<file path="config.mk">
export PLATFORM = sky130hd
export DESIGN_NAME = watchpoint_trace_control
export DESIGN_NICKNAME = d
export VERILOG_FILES = /design/src/hw/wtc_pkg.sv /design/src/hw/data_watch_unit.sv /design/src/hw/watchpoint_trace_control.sv
export SDC_FILE = /design/constraint.sdc
export NUM_CORES = 1
export LEC_CHECK = 0
export BUFFER_PORTS_ARGS = -buffer_cell sky130_fd_sc_hd__buf_2
export CAP_MARGIN = 20
export CORE_MARGIN = 2
export CORE_UTILIZATION = 50
export DETAILED_ROUTE_END_ITERATION = 8
export PLACE_DENSITY = 0.73
export SLEW_MARGIN = 5
export SYNTH_ARGS = -nofsm -noshare
export SYNTH_HDL_FRONTEND = slang
export SYNTH_SLANG_ARGS = --single-unit
export TNS_END_PERCENT = 30
</file>
<file path="constraint.sdc">
create_clock -name mclk -period 15.15 [get_ports mclk]
set_input_delay 0.7575 -clock mclk [delete_from_list [all_inputs] [get_ports mclk]]
set_output_delay 0.7575 -clock mclk [all_outputs]
set_load 0.02 [all_outputs]
</file>
<file path="src/hw/wtc_pkg.sv">
// Package with register map, field layout and encodings of the watchpoint trace control block
package wtc_pkg;
  localparam logic [3:0] off_ctrl_a      = 4'h0;
  localparam logic [3:0] off_ctrl_b      = 4'h1;
  localparam logic [3:0] off_addr_a      = 4'h2;
  localparam logic [3:0] off_addr_b      = 4'h3;
  localparam logic [3:0] off_data_a      = 4'h4;
  localparam logic [3:0] off_data_b      = 4'h5;
  localparam logic [3:0] off_trigger     = 4'h6;
  localparam logic [3:0] off_dev_ctrl    = 4'h7;
  localparam logic [3:0] off_status      = 4'h8;
  localparam int en_hi = 31;
  localparam int en_lo = 30;
  localparam int dir_hi = 29;
  localparam int dir_lo = 28;
  localparam int mask_hi = 23;
  localparam int mask_lo = 20;
  localparam int opa_bit = 17;
  localparam int opd_bit = 16;
  localparam int size_hi = 11;
  localparam int size_lo = 9;
  localparam int asid_hi = 8;
  localparam int asid_lo = 1;
  localparam int asid_en_bit = 0;
  localparam logic [31:0] ctrl_wmask = 32'hf0f3_0fff;
  localparam logic [31:0] trig_wmask = 32'hfff0_0000;
  localparam int pts_lo = 29;
  localparam int pte_lo = 26;
  localparam int dts_lo = 23;
  localparam int dte_lo = 20;
  localparam int tm_prog_bit = 2;
  localparam logic [1:0] en_off = 2'h0;
  localparam logic [1:0] en_break = 2'h1;
  localparam logic [1:0] en_watch = 2'h3;
  localparam logic [1:0] dir_read = 2'h0;
  localparam logic [1:0] dir_write = 2'h1;
  localparam logic [1:0] dir_any = 2'h2;
  localparam logic [2:0] sel_data_a = 3'h6;
  localparam logic [2:0] sel_data_b = 3'h7;
  localparam logic [2:0] size_byte = 3'h4;
  localparam logic [2:0] size_half = 3'h5;
  localparam logic [2:0] size_word = 3'h6;
  localparam logic [1:0] acc_byte = 2'h0;
  localparam logic [1:0] acc_half = 2'h1;
  localparam logic [1:0] acc_word = 2'h2;
  localparam logic [7:0] bytes_compact = 8'h02;
  localparam logic [7:0] bytes_extended = 8'h04;
  localparam logic [5:0] code_direct = 6'h03;
  localparam logic [5:0] code_indirect = 6'h04;
  localparam logic [5:0] code_sync = 6'h09;
  localparam logic [5:0] code_full = 6'h1b;
  localparam logic [5:0] code_corr = 6'h21;
  localparam logic [5:0] code_indirect_sync = 6'h0c;
  localparam logic [5:0] code_direct_sync = 6'h0b;
  localparam logic [1:0] full_count = 2'h1;
  localparam logic [1:0] full_buffer = 2'h2;
  localparam logic [1:0] corr_debug = 2'h0;
  localparam logic [1:0] corr_disable = 2'h1;
  localparam logic [1:0] corr_sleep = 2'h2;
endpackage

</file>
<file path="src/hw/data_watch_unit.sv">
// One data watch comparator unit
`timescale 1ns/1ps
`default_nettype none
module data_watch_unit (
  input  wire logic [31:0] ctrl,
  input  wire logic [31:0] waddr,
  input  wire logic [31:0] wdata,
  input  wire logic        acc_valid,
  input  wire logic        acc_write,
  input  wire logic [1:0]  acc_size,
  input  wire logic [31:0] acc_addr,
  input  wire logic [31:0] acc_data,
  input  wire logic [7:0]  cur_asid,
  output logic             watch_hit,
  output logic             break_hit
);
  wire [1:0] en    = ctrl[wtc_pkg::en_hi:wtc_pkg::en_lo];
  wire [1:0] dir   = ctrl[wtc_pkg::dir_hi:wtc_pkg::dir_lo];
  wire [3:0] bmask = ctrl[wtc_pkg::mask_hi:wtc_pkg::mask_lo];
  wire [2:0] sz    = ctrl[wtc_pkg::size_hi:wtc_pkg::size_lo];
  wire dir_ok = (dir == wtc_pkg::dir_read && !acc_write) ||
                (dir == wtc_pkg::dir_write && acc_write) || (dir == wtc_pkg::dir_any);
  wire size_ok = !sz[2] || (sz == wtc_pkg::size_byte && acc_size == wtc_pkg::acc_byte) ||
                 (sz == wtc_pkg::size_half && acc_size == wtc_pkg::acc_half) ||
                 (sz == wtc_pkg::size_word && acc_size == wtc_pkg::acc_word);
  logic [3:0] lane_ok;
  genvar g;
  generate
    for (g = 0; g < 4; g++) begin : lanes
      assign lane_ok[g] = bmask[g] || (acc_data[g*8+:8] == wdata[g*8+:8]);
    end
  endgenerate
  wire addr_ok = !ctrl[wtc_pkg::opa_bit] || (acc_addr == waddr);
  wire data_ok = !ctrl[wtc_pkg::opd_bit] || (&lane_ok);
  wire asid_ok = !ctrl[wtc_pkg::asid_en_bit] || (cur_asid == ctrl[wtc_pkg::asid_hi:wtc_pkg::asid_lo]);
  wire match = acc_valid && dir_ok && size_ok && addr_ok && data_ok && asid_ok;
  assign watch_hit = match && (en == wtc_pkg::en_watch);
  assign break_hit = match && (en == wtc_pkg::en_break);
endmodule
`default_nettype wire

</file>
<file path="src/hw/watchpoint_trace_control.sv">
// Watchpoint matching, trace triggers and program flow trace message generation
//
// Summary of operation
// - Enable field: off, breakpoint, reserved, watchpoint
// - Direction: read, write, any, reserved
// - Mask bits exclude data byte lanes
// - Operand bits enable address and data compare
// - Size field requires byte, half or word
// - Optional address space identifier match
// - Program trace start watchpoint select
// - Program trace end watchpoint select
// - Data trace start and end selects
// - Program trace needs trace mode bit two
// - Indirect message carries count and target
// - Sync message after start or lost sync
// - Taken branch turns sync into branch-sync
// - Resource full message on overflow
// - Correlation on disable, debug, sleep entry
// - No program trace inside debug mode
// - Sync message on debug mode exit
// - Count adds two or four bytes
// - Taken traced indirect branch not counted
// - Only executed instructions are counted
// - Counter cleared on every program message
// - Unique address is xor with last
// - Direct branch: 8-bit count, code 3
//
// The implementer's own choices: the plain strobed port and the register addresses.
`timescale 1ns/1ps
`default_nettype none
module watchpoint_trace_control (
  input  wire logic        mclk,
  input  wire logic        rst,
  input  wire logic        ce,
  input  wire logic [3:0]  reg_addr,
  input  wire logic [31:0] reg_wdata,
  input  wire logic        reg_wr,
  input  wire logic        reg_rd,
  output logic [31:0]      reg_rdata,
  input  wire logic [5:0]  prog_wp_hit,
  input  wire logic        acc_valid,
  input  wire logic        acc_write,
  input  wire logic [1:0]  acc_size,
  input  wire logic [31:0] acc_addr,
  input  wire logic [31:0] acc_data,
  input  wire logic [7:0]  cur_asid,
  input  wire logic        retire_valid,
  input  wire logic        retire_extended,
  input  wire logic        retire_direct_taken,
  input  wire logic        retire_indirect_taken,
  input  wire logic [1:0]  retire_event_id,
  input  wire logic [31:0] retire_target,
  input  wire logic [31:0] retire_pc,
  input  wire logic        debug_mode,
  input  wire logic        sleep_enter,
  input  wire logic        buffer_overflow,
  output logic             data_break,
  output logic             data_trace_on,
  output logic             msg_valid,
  output logic [5:0]       msg_code,
  output logic [7:0]       msg_count,
  output logic [31:0]      msg_addr,
  output logic [1:0]       msg_event
);
  ////////////////////////////////////////////////////////////////////////////
  logic [31:0] ctrl_a_reg;
  logic [31:0] ctrl_b_reg;
  logic [31:0] addr_a_reg;
  logic [31:0] addr_b_reg;
  logic [31:0] data_a_reg;
  logic [31:0] data_b_reg;
  logic [31:0] trig_reg;
  logic [2:0]  dev_ctrl_reg;
  logic        prog_on_reg;
  logic        data_on_reg;
  logic        need_sync_reg;
  logic        debug_reg;
  logic [7:0]  count_reg;
  logic [7:0]  count_next;
  logic [31:0] last_addr_reg;

  function automatic logic sel_hit(input logic [2:0] sel, input logic [7:0] hits);
    sel_hit = (sel != 3'h0) && hits[sel];
  endfunction

  ////////////////////////////////////////////////////////////////////////////
  wire wa;
  wire wb;
  wire ba;
  wire bb;
  data_watch_unit unit_a (
    .ctrl      (ctrl_a_reg),
    .waddr     (addr_a_reg),
    .wdata     (data_a_reg),
    .acc_valid (acc_valid),
    .acc_write (acc_write),
    .acc_size  (acc_size),
    .acc_addr  (acc_addr),
    .acc_data  (acc_data),
    .cur_asid  (cur_asid),
    .watch_hit (wa),
    .break_hit (ba)
  );
  data_watch_unit unit_b (
    .ctrl      (ctrl_b_reg),
    .waddr     (addr_b_reg),
    .wdata     (data_b_reg),
    .acc_valid (acc_valid),
    .acc_write (acc_write),
    .acc_size  (acc_size),
    .acc_addr  (acc_addr),
    .acc_data  (acc_data),
    .cur_asid  (cur_asid),
    .watch_hit (wb),
    .break_hit (bb)
  );

  ////////////////////////////////////////////////////////////////////////////
  // Hit vector indexed by the trigger select codes 1..7
  wire [7:0] hits = {wb, wa, prog_wp_hit[5:1], 1'b0};
  wire pts_hit = sel_hit(trig_reg[wtc_pkg::pts_lo+:3], hits);
  wire pte_hit = sel_hit(trig_reg[wtc_pkg::pte_lo+:3], hits);
  wire dts_hit = sel_hit(trig_reg[wtc_pkg::dts_lo+:3], hits);
  wire dte_hit = sel_hit(trig_reg[wtc_pkg::dte_lo+:3], hits);
  wire trig_used = trig_reg[wtc_pkg::pts_lo+:3] != 3'h0;
  wire tm_en = dev_ctrl_reg[wtc_pkg::tm_prog_bit];
  wire prog_on_next = tm_en && (trig_used ? ((prog_on_reg || pts_hit) && !pte_hit) : 1'b1);
  wire start_evt = prog_on_next && !prog_on_reg;
  wire stop_evt = prog_on_reg && !prog_on_next;
  wire dbg_enter = debug_mode && !debug_reg;
  wire dbg_exit = !debug_mode && debug_reg;
  wire tracing = prog_on_reg && !debug_mode;
  wire exec = retire_valid && tracing;
  wire [7:0] step = retire_extended ? wtc_pkg::bytes_extended : wtc_pkg::bytes_compact;
  wire taken = exec && (retire_direct_taken || retire_indirect_taken);
  wire count_ovf = exec && !retire_indirect_taken && ({1'b0, count_reg} + {1'b0, step} > 9'h0ff);
  wire sync_cond = (need_sync_reg || dbg_exit) && tracing;
  wire [31:0] uaddr = last_addr_reg ^ retire_target;

  ////////////////////////////////////////////////////////////////////////////
  logic       emit;
  logic [5:0] code_sel;
  logic [31:0] addr_sel;
  logic [1:0] evt_sel;
  logic       addr_sent;
  always_comb begin
    emit = 1'b1;
    code_sel = wtc_pkg::code_sync;
    addr_sel = retire_pc;
    evt_sel = 2'h0;
    addr_sent = 1'b0;
    if (dbg_enter && prog_on_reg) begin
      code_sel = wtc_pkg::code_corr;
      evt_sel = wtc_pkg::corr_debug;
    end else if (stop_evt || (sleep_enter && tracing)) begin
      code_sel = wtc_pkg::code_corr;
      evt_sel = sleep_enter ? wtc_pkg::corr_sleep : wtc_pkg::corr_disable;
    end else if (sync_cond && taken) begin
      code_sel = retire_indirect_taken ? wtc_pkg::code_indirect_sync : wtc_pkg::code_direct_sync;
      addr_sel = retire_target;
      evt_sel = retire_event_id;
      addr_sent = 1'b1;
    end else if (sync_cond) begin
      addr_sent = 1'b1;
    end else if (exec && retire_indirect_taken) begin
      code_sel = wtc_pkg::code_indirect;
      addr_sel = uaddr;
      evt_sel = retire_event_id;
      addr_sent = 1'b1;
    end else if (exec && retire_direct_taken) begin
      code_sel = wtc_pkg::code_direct;
    end else if ((buffer_overflow && tracing) || count_ovf) begin
      code_sel = wtc_pkg::code_full;
      evt_sel = count_ovf ? wtc_pkg::full_count : wtc_pkg::full_buffer;
    end else begin
      emit = 1'b0;
    end
  end

  // Counted bytes; traced taken indirect branches excluded
  wire [7:0] add_bytes = (exec && !(retire_indirect_taken && emit)) ? step : 8'h00;
  // Correlation and count overflow report the old count; current bytes carry on
  wire keep_cur = (code_sel == wtc_pkg::code_corr) || (count_ovf && code_sel == wtc_pkg::code_full);
  always_comb begin
    if (emit) begin
      count_next = keep_cur ? add_bytes : 8'h00;
    end else begin
      count_next = count_reg + add_bytes;
    end
  end
  wire [7:0] count_out = keep_cur ? count_reg : count_reg + add_bytes;

  ////////////////////////////////////////////////////////////////////////////
  wire wr_a  = reg_wr && reg_addr == wtc_pkg::off_ctrl_a;
  wire wr_b  = reg_wr && reg_addr == wtc_pkg::off_ctrl_b;
  wire wr_aa = reg_wr && reg_addr == wtc_pkg::off_addr_a;
  wire wr_ab = reg_wr && reg_addr == wtc_pkg::off_addr_b;
  wire wr_da = reg_wr && reg_addr == wtc_pkg::off_data_a;
  wire wr_db = reg_wr && reg_addr == wtc_pkg::off_data_b;
  wire wr_t  = reg_wr && reg_addr == wtc_pkg::off_trigger;
  wire wr_dc = reg_wr && reg_addr == wtc_pkg::off_dev_ctrl;
  wire [31:0] status_word = {26'h0, debug_reg, need_sync_reg, data_on_reg, prog_on_reg, wb, wa};
  logic [31:0] rd_mux;
  always_comb begin
    case (reg_addr)
      wtc_pkg::off_ctrl_a:   rd_mux = ctrl_a_reg;
      wtc_pkg::off_ctrl_b:   rd_mux = ctrl_b_reg;
      wtc_pkg::off_addr_a:   rd_mux = addr_a_reg;
      wtc_pkg::off_addr_b:   rd_mux = addr_b_reg;
      wtc_pkg::off_data_a:   rd_mux = data_a_reg;
      wtc_pkg::off_data_b:   rd_mux = data_b_reg;
      wtc_pkg::off_trigger:  rd_mux = trig_reg;
      wtc_pkg::off_dev_ctrl: rd_mux = {29'h0, dev_ctrl_reg};
      wtc_pkg::off_status:   rd_mux = status_word;
      default:               rd_mux = 32'h0;
    endcase
  end

  ////////////////////////////////////////////////////////////////////////////
  always_ff @(posedge mclk or posedge rst) begin
    if (rst) begin
      ctrl_a_reg <= 32'h0;
      ctrl_b_reg <= 32'h0;
      addr_a_reg <= 32'h0;
      addr_b_reg <= 32'h0;
      data_a_reg <= 32'h0;
      data_b_reg <= 32'h0;
      trig_reg <= 32'h0;
      dev_ctrl_reg <= 3'h0;
      reg_rdata <= 32'h0;
    end else if (ce) begin
      if (wr_a) ctrl_a_reg <= reg_wdata & wtc_pkg::ctrl_wmask;
      if (wr_b) ctrl_b_reg <= reg_wdata & wtc_pkg::ctrl_wmask;
      if (wr_aa) addr_a_reg <= reg_wdata;
      if (wr_ab) addr_b_reg <= reg_wdata;
      if (wr_da) data_a_reg <= reg_wdata;
      if (wr_db) data_b_reg <= reg_wdata;
      if (wr_t) trig_reg <= reg_wdata & wtc_pkg::trig_wmask;
      if (wr_dc) dev_ctrl_reg <= reg_wdata[2:0];
      reg_rdata <= reg_rd ? rd_mux : 32'h0;
    end
  end

  always_ff @(posedge mclk or posedge rst) begin
    if (rst) begin
      prog_on_reg <= 1'b0;
      data_on_reg <= 1'b0;
      need_sync_reg <= 1'b1;
      debug_reg <= 1'b0;
      count_reg <= 8'h0;
      last_addr_reg <= 32'h0;
    end else if (ce) begin
      prog_on_reg <= prog_on_next;
      debug_reg <= debug_mode;
      data_on_reg <= (data_on_reg || dts_hit) && !dte_hit;
      if (start_evt || (buffer_overflow && tracing)) begin
        need_sync_reg <= 1'b1;
      end else if (sync_cond && emit && code_sel != wtc_pkg::code_corr) begin
        need_sync_reg <= 1'b0;
      end else if (dbg_exit) begin
        need_sync_reg <= 1'b1;
      end
      count_reg <= count_next;
      if (emit && addr_sent) last_addr_reg <= (code_sel == wtc_pkg::code_indirect) ? retire_target : addr_sel;
    end
  end

  always_ff @(posedge mclk or posedge rst) begin
    if (rst) begin
      msg_valid <= 1'b0;
      msg_code <= 6'h0;
      msg_count <= 8'h0;
      msg_addr <= 32'h0;
      msg_event <= 2'h0;
      data_break <= 1'b0;
    end else if (ce) begin
      msg_valid <= emit;
      data_break <= ba || bb;
      if (emit) begin
        msg_code <= code_sel;
        msg_count <= count_out;
        msg_addr <= addr_sel;
        msg_event <= evt_sel;
      end
    end
  end

  assign data_trace_on = data_on_reg;
endmodule
`default_nettype wire

</file>
Yosys cells after proc, flatten, opt, wreduce, memory -nomap -nowiden
Index checks and enable logic that the tools add are counted.
{"block": "word_totals", "ff_bits": 313, "output_inout_bits": 83, "word_cells": 256, "input_bits": 196}
{"block": "op_classes", "n_eq_ne": 40, "n_reduce_logical": 133, "n_bitwise": 1, "addsub": 2, "n_lt_le_gt_ge": 5, "mux": 54}
{"op": "32-bit case mux with 9 select lines", "n": 1}
{"op": "32-bit 2-to-1 mux", "n": 7}
{"op": "8-bit == test", "n": 10}
{"op": "32-bit == test", "n": 2}
{"op": "1-bit logical AND", "n": 61}
{"op": "1-bit logical OR", "n": 33}
{"op": "32-bit bitwise XOR", "n": 1}
{"op": "5-bit 2-to-1 mux", "n": 5}
{"op": "2-bit AND reduction", "n": 11}
{"op": "1-bit 2-to-1 mux", "n": 20}
{"op": "3-bit == test, second input constant", "n": 6}
{"op": "2-bit 2-to-1 mux", "n": 9}
{"op": "1-bit zero test", "n": 17}
{"op": "4-bit by 3-bit == test with 1-bit output, second input constant", "n": 4}
{"op": "3-bit by 4-bit < comparator with 1-bit output, second input constant", "n": 4}
{"op": "8-bit 2-to-1 mux", "n": 2}
{"op": "3-bit nonzero test", "n": 5}
{"op": "1-bit binary-select mux with 3-bit select", "n": 4}
{"op": "3-bit 2-to-1 mux", "n": 4}
{"op": "6-bit 2-to-1 mux", "n": 2}
{"op": "2-bit by 1-bit == test with 1-bit output, second input constant", "n": 5}
{"op": "2-bit == test, second input constant", "n": 5}
{"op": "8-bit by 3-bit adder with 9-bit output", "n": 1}
{"op": "9-bit by 8-bit greater-than comparator with 1-bit output, second input constant", "n": 1}
{"op": "other kinds (11)", "n": 15}

Depth between registers and ports, before layout
Gate-level depths: netlist of run 1.
{"block": "logic_depth", "depth_word": 28, "depth_mapped": 12, "ltp_nobuf": 9}

By module
From an unflattened synthesis of run 1, not the netlist that was laid out.
{"block": "hier_totals", "cells_unflattened": 1627, "hier_area_um2": 16758.6}
{"mod": "watchpoint_trace_control", "area_each_um2": 15024.4, "cells_per_inst": 1411, "instances": 1, "seq_area_each_um2": 7783.7}
{"mod": "data_watch_unit", "area_each_um2": 867.1, "cells_per_inst": 108, "instances": 2, "seq_area_each_um2": 0.0}

Worst setup path before layout of run 1
Ideal clock, no wire load.
{"block": "synth_path", "path_type": "input port to flip-flop", "from": "input port acc_data[7]", "to": "register last_addr_reg[19]", "path_slack_ns": 11.845, "required_time_ns": 15.025, "stages": 10, "setup_ns": 0.125, "arrival_ns": 3.180, "path_buffers": 1, "path_cell_list": "xor2_1 -> nor4_1 -> a21oi_1 -> o41a_1 -> o31ai_2 -> o211a_1 -> a31oi_4 -> a211oi_4 -> buf_4 -> mux2_2"}
{"block": "synth_via", "elab_chain_cells": 21}
{"item": "start, declared", "line": "watchpoint_trace_control.sv:45", "text": "input wire logic [31:0] acc_data,"}
{"item": "8-bit == test", "line": "data_watch_unit.sv:30", "text": "assign lane_ok[g] = bmask[g] || (acc_data[g*8+:8] == wdata[g*8+:8]);"}
{"item": "1-bit logical OR", "line": "data_watch_unit.sv:30"}
{"item": "4-bit AND reduction", "line": "data_watch_unit.sv:34", "text": "wire data_ok = !ctrl[wtc_pkg::opd_bit] || (&lane_ok);"}
{"item": "1-bit logical OR", "line": "data_watch_unit.sv:34"}
{"item": "1-bit logical AND (2 in a row)", "line": "data_watch_unit.sv:36", "text": "wire match = acc_valid && dir_ok && size_ok && addr_ok && data_ok && asid_ok;"}
{"item": "1-bit logical AND", "line": "data_watch_unit.sv:37", "text": "assign watch_hit = match && (en == wtc_pkg::en_watch);"}
{"item": "1-bit binary-select mux with 3-bit select", "line": "watchpoint_trace_control.sv:83", "text": "sel_hit = (sel != 3'h0) && hits[sel];"}
{"item": "1-bit 2-to-1 mux (not written as such)", "line": "watchpoint_trace_control.sv:83"}
{"item": "(+4 left out)"}
{"item": "1-bit logical AND (*)", "line": "watchpoint_trace_control.sv:127", "text": "wire prog_on_next = tm_en && (trig_used ? ((prog_on_reg || pts_hit) && !pte_hit) : 1'b1);"}
{"item": "1-bit zero test (*)", "line": "watchpoint_trace_control.sv:129", "text": "wire stop_evt = prog_on_reg && !prog_on_next;"}
{"item": "1-bit logical AND (*)", "line": "watchpoint_trace_control.sv:129"}
{"item": "1-bit logical OR (*)", "line": "watchpoint_trace_control.sv:155", "text": "end else if (stop_evt || (sleep_enter && tracing)) begin"}
{"item": "6-bit 2-to-1 mux / 1-bit 2-to-1 mux (equally long branches)", "line": "watchpoint_trace_control.sv:155"}
{"item": "6-bit 2-to-1 mux / 1-bit 2-to-1 mux (equally long branches)", "line": "watchpoint_trace_control.sv:152", "text": "if (dbg_enter && prog_on_reg) begin"}
{"item": "6-bit by 3-bit == test with 1-bit output / 1-bit logical AND (equally long branches)", "line": "watchpoint_trace_control.sv:264", "text": "if (emit && addr_sent) last_addr_reg <= (code_sel == wtc_pkg::code_indirect) ? retire_target : addr_sel;"}
{"item": "32-bit 2-to-1 mux / 2-bit AND reduction (equally long branches)"}
{"item": "end signal, assigned", "line": "watchpoint_trace_control.sv:264"}
{"item": "end, declared", "line": "watchpoint_trace_control.sv:80", "text": "logic [31:0] last_addr_reg;"}
Every way passes the cells marked *; elsewhere a longest branch is shown, timed or not. The select of a mux whose other input is x is not followed.
A chain may end at the register's enable or synchronous reset.

Final worst setup path of run 1
{"block": "layout_path", "from": "register data_b_reg[7]", "to": "register last_addr_reg[20]"}
{"block": "layout_via", "elab_chain_cells": 21}
{"item": "start, declared", "line": "watchpoint_trace_control.sv:71", "text": "logic [31:0] data_b_reg;"}
{"item": "start signal, assigned", "line": "watchpoint_trace_control.sv:237", "text": "if (wr_db) data_b_reg <= reg_wdata;"}
{"item": "8-bit == test (*)", "line": "data_watch_unit.sv:30"}
{"item": "1-bit logical OR (*)", "line": "data_watch_unit.sv:30"}
{"item": "4-bit AND reduction (*)", "line": "data_watch_unit.sv:34"}
{"item": "1-bit logical OR (*)", "line": "data_watch_unit.sv:34"}
{"item": "1-bit logical AND (*) (2 in a row)", "line": "data_watch_unit.sv:36"}
{"item": "1-bit logical AND (*)", "line": "data_watch_unit.sv:37"}
{"item": "1-bit binary-select mux with 3-bit select", "line": "watchpoint_trace_control.sv:83"}
{"item": "1-bit 2-to-1 mux (not written as such)", "line": "watchpoint_trace_control.sv:83"}
{"item": "(+4 left out)"}
{"item": "1-bit logical AND (*)", "line": "watchpoint_trace_control.sv:127"}
{"item": "1-bit zero test (*)", "line": "watchpoint_trace_control.sv:129"}
{"item": "1-bit logical AND (*)", "line": "watchpoint_trace_control.sv:129"}
{"item": "1-bit logical OR (*)", "line": "watchpoint_trace_control.sv:155"}
{"item": "6-bit 2-to-1 mux / 1-bit 2-to-1 mux (equally long branches)", "line": "watchpoint_trace_control.sv:155"}
{"item": "6-bit 2-to-1 mux / 1-bit 2-to-1 mux (equally long branches)", "line": "watchpoint_trace_control.sv:152"}
{"item": "6-bit by 3-bit == test with 1-bit output / 1-bit logical AND (equally long branches)", "line": "watchpoint_trace_control.sv:264"}
{"item": "32-bit 2-to-1 mux / 2-bit AND reduction (equally long branches)"}
Marked as above.

==> results.ini, run 1 <==
[yosys]
synth.area.mux_share_pct=17.8
synth_top_family_by_area=multiplexers
synth.net_count=1695
async_reset_ff_share_pct=100
synth_xor_area_share_pct=7.77
yosysUniqueCellTypes=75
synthesis.area_um2=16700
avgSynthCellArea_um2=11.2
ys_seq_elements=311
synth-compound-area-share_pct=15.9
synth_flop_cell=dfrtp_1
synth-simple-area-share_pct=8.70
ys.warnings.count=0
synth_edf_count=0
yosysSeqAreaShare_pct=46.6
synth_fa_ha_area_share_pct=0.420
synthCells=1494

[global_route]
top_usage_layer=met2
grt_max_degree=185
antenna_found_initial=12
grt_pass1_vias=13900
grt_util_met1_pct=40.1
grt.total_usage_pct=29.6
met3_usage_pct=5.89
met2_usage_pct=46.7
overflow=0
grt_pass1_wl_mm=81.2

[clock_network]
cts_buffers=35
cts_tree=yes
clk_latency_ps=530
cts_hold_buf=0
cts.sinks=311
h-tree-depth=2
post_cts_buffers=0
cts_root_buf=clkbuf_16
cts_resized=0
cts_buffer_depth=3
clk_pin_slew_ps=60

[timing]
report.final.hold_viol_count=0
setup_viol=0
finalClockSkew_ps=27.8
timing.final.crit_share_pct=32.6
tightestPinTransition_ps=1230
slew_violations=0
slew_headroom_pct=18.0
fin_crit_ps=4940
fin_tns_setup_ps=0
clock.fmax_mhz=203
rsz0062_at_grt=false

[place]
port_buffers=276
dp_hpwl_mm=35.4
place_inst=2135
gp_congestion=0.900

[critical_path]
critical_path_class=reg -> reg
startpoint_type=register
required_ps=15540
critPathMaxFanout=32
worstPathArrival_ps=5320
endpoint_kind=register

[drt]
drtAntennaViolNets=0
wl_mm=52.2
dr.first_iter.drc_count=1384
drt_first_pass_iters=6
routed-via-count=13800
vias_per_cell=6.26
drc=0
wl_per_cell_um=23.7

[die]
die_area_um2=34900
ios=279
die_x_um=187
start_util_pct=51.0
core_area_um2=32700
fp-row-count=66
fp.dieH_um=187

[run]
maxCapViolCount=0

[power_and_ir_drop]
leakagePower_uw=0.00901
power_density_nw_per_um2=141
peakVddDrop_uv=95.2

[layout]
most-common-layout-cells=310 x dfrtp_1, 276 x buf_2, 244 x mux2_2
finalNetCount=1931
final_cells=2206
final_common_cell=dfrtp_1
syn_to_final_growth_pct=17.4
drive_above_1_share_pct=35.3

[status]
outcome=finished clean

[hold_path]
hold_path.class=in -> async

==> stage by stage <==
step           area [µm²]  setup slack, ps  power [µW]  util, %  hold WS (ps)
4_1_cts             19600            10390        2770     59.8           458
2_1_floorplan       16700             5790        1650        -           481
3_3_place_gp        18400             9940        1900     56.4           460
6_report            19600            10210        2770     59.9           393
3_5_place_dp        18400             9890        1930     56.4           463
5_1_grt             19600            10140        2890     59.9           483
==> power by group <==
part	internal [µW]	leakage (µW)	switching, µW	total, µW
Clock	506	0.000556	341	848
Sequential	1040	0.00397	186	1230
Combinational	320	0.00448	377	697
==> layer usage <==
metal,up-vias,part of all wire [%]
met5,-,0.017
met4,2,3.8
met3,117,9.2
met2,727,46
met1,6906,41
li1,6068,-
==> layout make-up <==
cell class                      instances  area [µm²]
Fill cell                            2730       13100
Multi-Input combinational cell       1069        8480
Sequential cell                       311        7780
Timing Repair Buffer                  300        1570
Clock buffer                           49         988
Tap cell                              442         553
Clock inverter                         10         136
Inverter                               13        56.3
Antenna cell                           12        30.0
==> path summary, 6_finish.rpt <==
kind | end | slack (ps) | startpoint | depth (start not counted)
worst min register to register | reg_rdata[26] | 470 | reg_rdata[26] | 1
min in group mclk | reg_rdata[26] | 470 | reg_rdata[26] | 1
worst min-delay path | msg_code[0] | 390 | rst | 2
worst max-delay path | last_addr_reg[20] | 10210 | data_b_reg[7] | 11
max in group asynchronous | data_a_reg[20] | 13110 | rst | 3
worst max register to register | last_addr_reg[20] | 10210 | data_b_reg[7] | 11
==> worst max-delay path, cell delays in order, from the launching register on <==
cell	delay [ps]
dfrtp_1	400
xor2_1	180
nor4_1	820
a21oi_1	180
o41a_1	540
nor3_2	440
o221ai_1	270
a31oi_4	740
buf_4	450
a211oi_4	70
buf_4	310
mux2_1	370
==> synth_stat cells (11+ instances only) <==
master | n | share of area [%]
dfrtp_1 | 310 | 46
mux2_2 | 244 | 16
nand2_1 | 130 | 2.9
xor2_1 | 106 | 5.6
clkbuf_1 | 65 | 1.5
nor2_1 | 59 | 1.3
a31oi_1 | 53 | 2.0
a21oi_1 | 48 | 1.4
xnor2_1 | 42 | 2.2
a22oi_1 | 41 | 1.8
o32a_1 | 33 | 2.0
o21a_1 | 32 | 1.4
nor4_1 | 28 | 1.0
a21o_1 | 20 | 0.90
o21ai_0 | 20 | 0.60
a222oi_1 | 18 | 1.1
buf_1 | 18 | 0.40
o2bb2ai_1 | 18 | 0.94
nand3_1 | 15 | 0.45
nand4_1 | 14 | 0.52
a221oi_1 | 13 | 0.68
buf_2 | 13 | 0.39
inv_1 | 12 | 0.27
mux2_1 | 11 | 0.74
==> cell families (layout without fill, tap and decap cells) <==
group                      count (synthesis)  in the layout
xor gates and xnor gates                 148            148
muxes                                    262            262
adders and majority gates                  5              5
and+or+nand+nor                          303            303
buffers and inverters                    114            372
DFF                                      311            311
AOI/OAI and AO/OA                        350            350
other                                      1             13
No activity file was read; power rests on OpenSTA's default activity.
==> inputs of run 2 (changes only) <==
Clock period 15.15 ns to 4.6 ns, I/O delays scaled along.
==> run 2 against run 1 <==
Net effect:
- register-to-register slack got worse by 9700 ps
- final cell count rose by 0.95%
- total power rose to 3.4 times the previous value
- sequential share of layout area fell by 0.52 points
- hold slack got worse by 380 ps
- critical path depth fell by 1
- sequential power rose to 3.3 times the previous value
- largest cell class unchanged
==> results.ini, run 2 (synthesis results as in run 1) <==
[critical_path]
ff2ff_setup_slack_ps=510  ; -9710 ps
cp_num_buf_inv=1  ; -1
critPathSlowestCell=nor4_1
startpoint_type=register
cpPeakStageDelay_ps=650  ; -170 ps
endpoint_kind=register
required_ps=5000  ; -10540 ps
r2r-start=data_b_reg[7]
critical_path_class=reg -> reg
critical-path-top-delay-family=compound AO/OA/AOI/OAI gates
r2r-end=last_addr_reg[1]
critPathMaxFanout=32  ; unchanged
ff2ff_path_depth=10  ; -1
path_cells=xor2_1, nor4_1, a21oi_1, o41a_1, o31ai_2, o211a_1, a31oi_4, a211oi_4, buf_4, mux2_2
worstPathArrival_ps=4490  ; -830 ps

[die]
fp-row-count=66  ; unchanged
core_area_um2=32700  ; unchanged
die_x_um=187  ; unchanged
die_area_um2=34900  ; unchanged
ios=279  ; unchanged
fp.dieH_um=187  ; unchanged
start_util_pct=51.0  ; unchanged

[place]
port_buffers=276  ; unchanged
dp_hpwl_mm=36.0  ; +1.7%
gp_congestion=0.896  ; -0.44%

[drt]
drtAntennaViolNets=0  ; unchanged
vias_per_cell=6.28  ; +0.23%
drc=0  ; unchanged
dr.first_iter.drc_count=1270  ; -8.2%
routed-via-count=14000  ; +1.2%
wl_mm=53.2  ; +1.9%
drt_first_pass_iters=7  ; +1
wl_per_cell_um=23.9  ; +0.98%

[layout]
fin_util_pct=60.7  ; +0.80 points
fillCellCount=2708  ; -0.81%
drive_above_1_share_pct=35.8  ; +0.46 points
most-common-layout-cells=310 x dfrtp_1, 276 x buf_2, 244 x mux2_2
syn_to_final_growth_pct=19.0
finalNetCount=1952  ; +1.1%
final_common_cell=dfrtp_1

[clock_network]
cts_resized=0  ; unchanged
cts_tree=yes
cts_buffer_depth=3  ; unchanged
cts_root_buf=clkbuf_16
clk_latency_ps=530  ; about the same
cts.sinks=311  ; unchanged
clk_pin_slew_ps=60  ; about the same
h-tree-depth=2  ; unchanged
cts_buffers=35  ; unchanged

[global_route]
antenna_found_initial=10  ; -2
grt_pass1_vias=14000  ; +0.89%
overflow=0  ; unchanged
grt_max_degree=160  ; -14%
grt_pass1_wl_mm=82.0  ; +1.0%
grt.total_usage_pct=30.1  ; +0.46 points

[power_and_ir_drop]
leakagePower_uw=0.00915  ; +1.5%
power_density_nw_per_um2=468  ; +230%
peakVddDrop_uv=282  ; +200%

[hold_path]
min_path_cells=3
hold_end=trig_reg[29]
hold_path.class=in -> reg
min_from=reg_wdata[29]

[timing]
slew_violations=0  ; unchanged
timing.final.crit_share_pct=89.0  ; +56 points
report.final.hold_viol_count=0  ; unchanged
slew_headroom_pct=34.7  ; +17 points
tightestPinTransition_ps=979  ; -252 ps
rsz0062_at_grt=false
clock.fmax_mhz=244  ; +21%
fin_crit_ps=4090  ; -843 ps
setup_viol=0  ; unchanged
finalClockSkew_ps=17.5  ; -10.3 ps
fin_tns_setup_ps=0  ; unchanged

[status]
outcome=finished clean

[run]
maxCapViolCount=0  ; unchanged

## run 2: cell count changes in the layout (fill, tap and decap cells not counted), sizes merged
cell	change
bufinv	+2
dlygate4sd3	+9
clkbuf	-3
buf	+12
clkinv	+3
inv	-1
clkinvlp	+3
diode	-4
## run 2: where the power goes
part	internal (µW)	total [µW]	leakage, µW	switching (µW)
combinational	1080	2330	0.00459	1250
sequential	3420	4040	0.00397	614
clock	1770	2940	0.000586	1170
## run 2: area by class of cell
| cell class | count | area (µm²) | share of cell area [%] |
|---|---|---|---|
| inverters | 13 | 52.6 | 0.265 |
| well taps | 442 | 553 | 2.78 |
| clock inverters | 17 | 226 | 1.14 |
| clock buffers | 46 | 967 | 4.87 |
| repair buffers | 321 | 1790 | 9.00 |
| multi-input cells | 1069 | 8470 | 42.7 |
| flip-flops and latches | 311 | 7780 | 39.2 |
| diodes | 8 | 20.0 | 0.101 |
## run 2: how the worst max path moves through the flow
stage | start | endpoint | slack, ps | depth (start not counted)
floorplan | rst | addr_a_reg[0] | 230 | 1
global placement | data_a_reg[4] | last_addr_reg[3] | 740 | 10
detailed placement | data_b_reg[7] | last_addr_reg[1] | 660 | 10
CTS | data_b_reg[7] | last_addr_reg[6] | 630 | 10
global route | data_b_reg[7] | last_addr_reg[6] | 360 | 10
finish | data_b_reg[7] | last_addr_reg[1] | 510 | 10
## run 2: routing by layer
metal	global-route usage, %	wire (µm)	up-vias
met3	7.07	5370	139
li1	-	-	6120
met5	0	20	-
met4	12.5	2210	4
met1	40.2	21300	6931
met2	47.2	24300	790
## run 2: what timing repair did
| action | CTS | global route |
|---|---|---|
| buffers inserted | 0 | 0 |
| hold endpoints to repair | 27 | 0 |
| hold buffers | 9 | 0 |
## run 2: tightest hold or removal path, delay by kind of cell
kind / cells / cell delay (ps)
buf+inv: 1 / 150
simple gates: 1 / 60
compound gates: 1 / 60
## run 2: metrics by stage
stage	setup WS (ps)	total power [µW]	std cells	hold WS [ps]	cell area, µm²
after floorplan	230	5450	1494	347	16700
final	508	9300	2227	17.2	19900
after detailed placement	657	6360	2146	148	18500
after CTS	630	9300	2218	3.10	19800
after global placement	743	6260	2146	146	18500
after global routing	363	9700	2226	17.4	19900
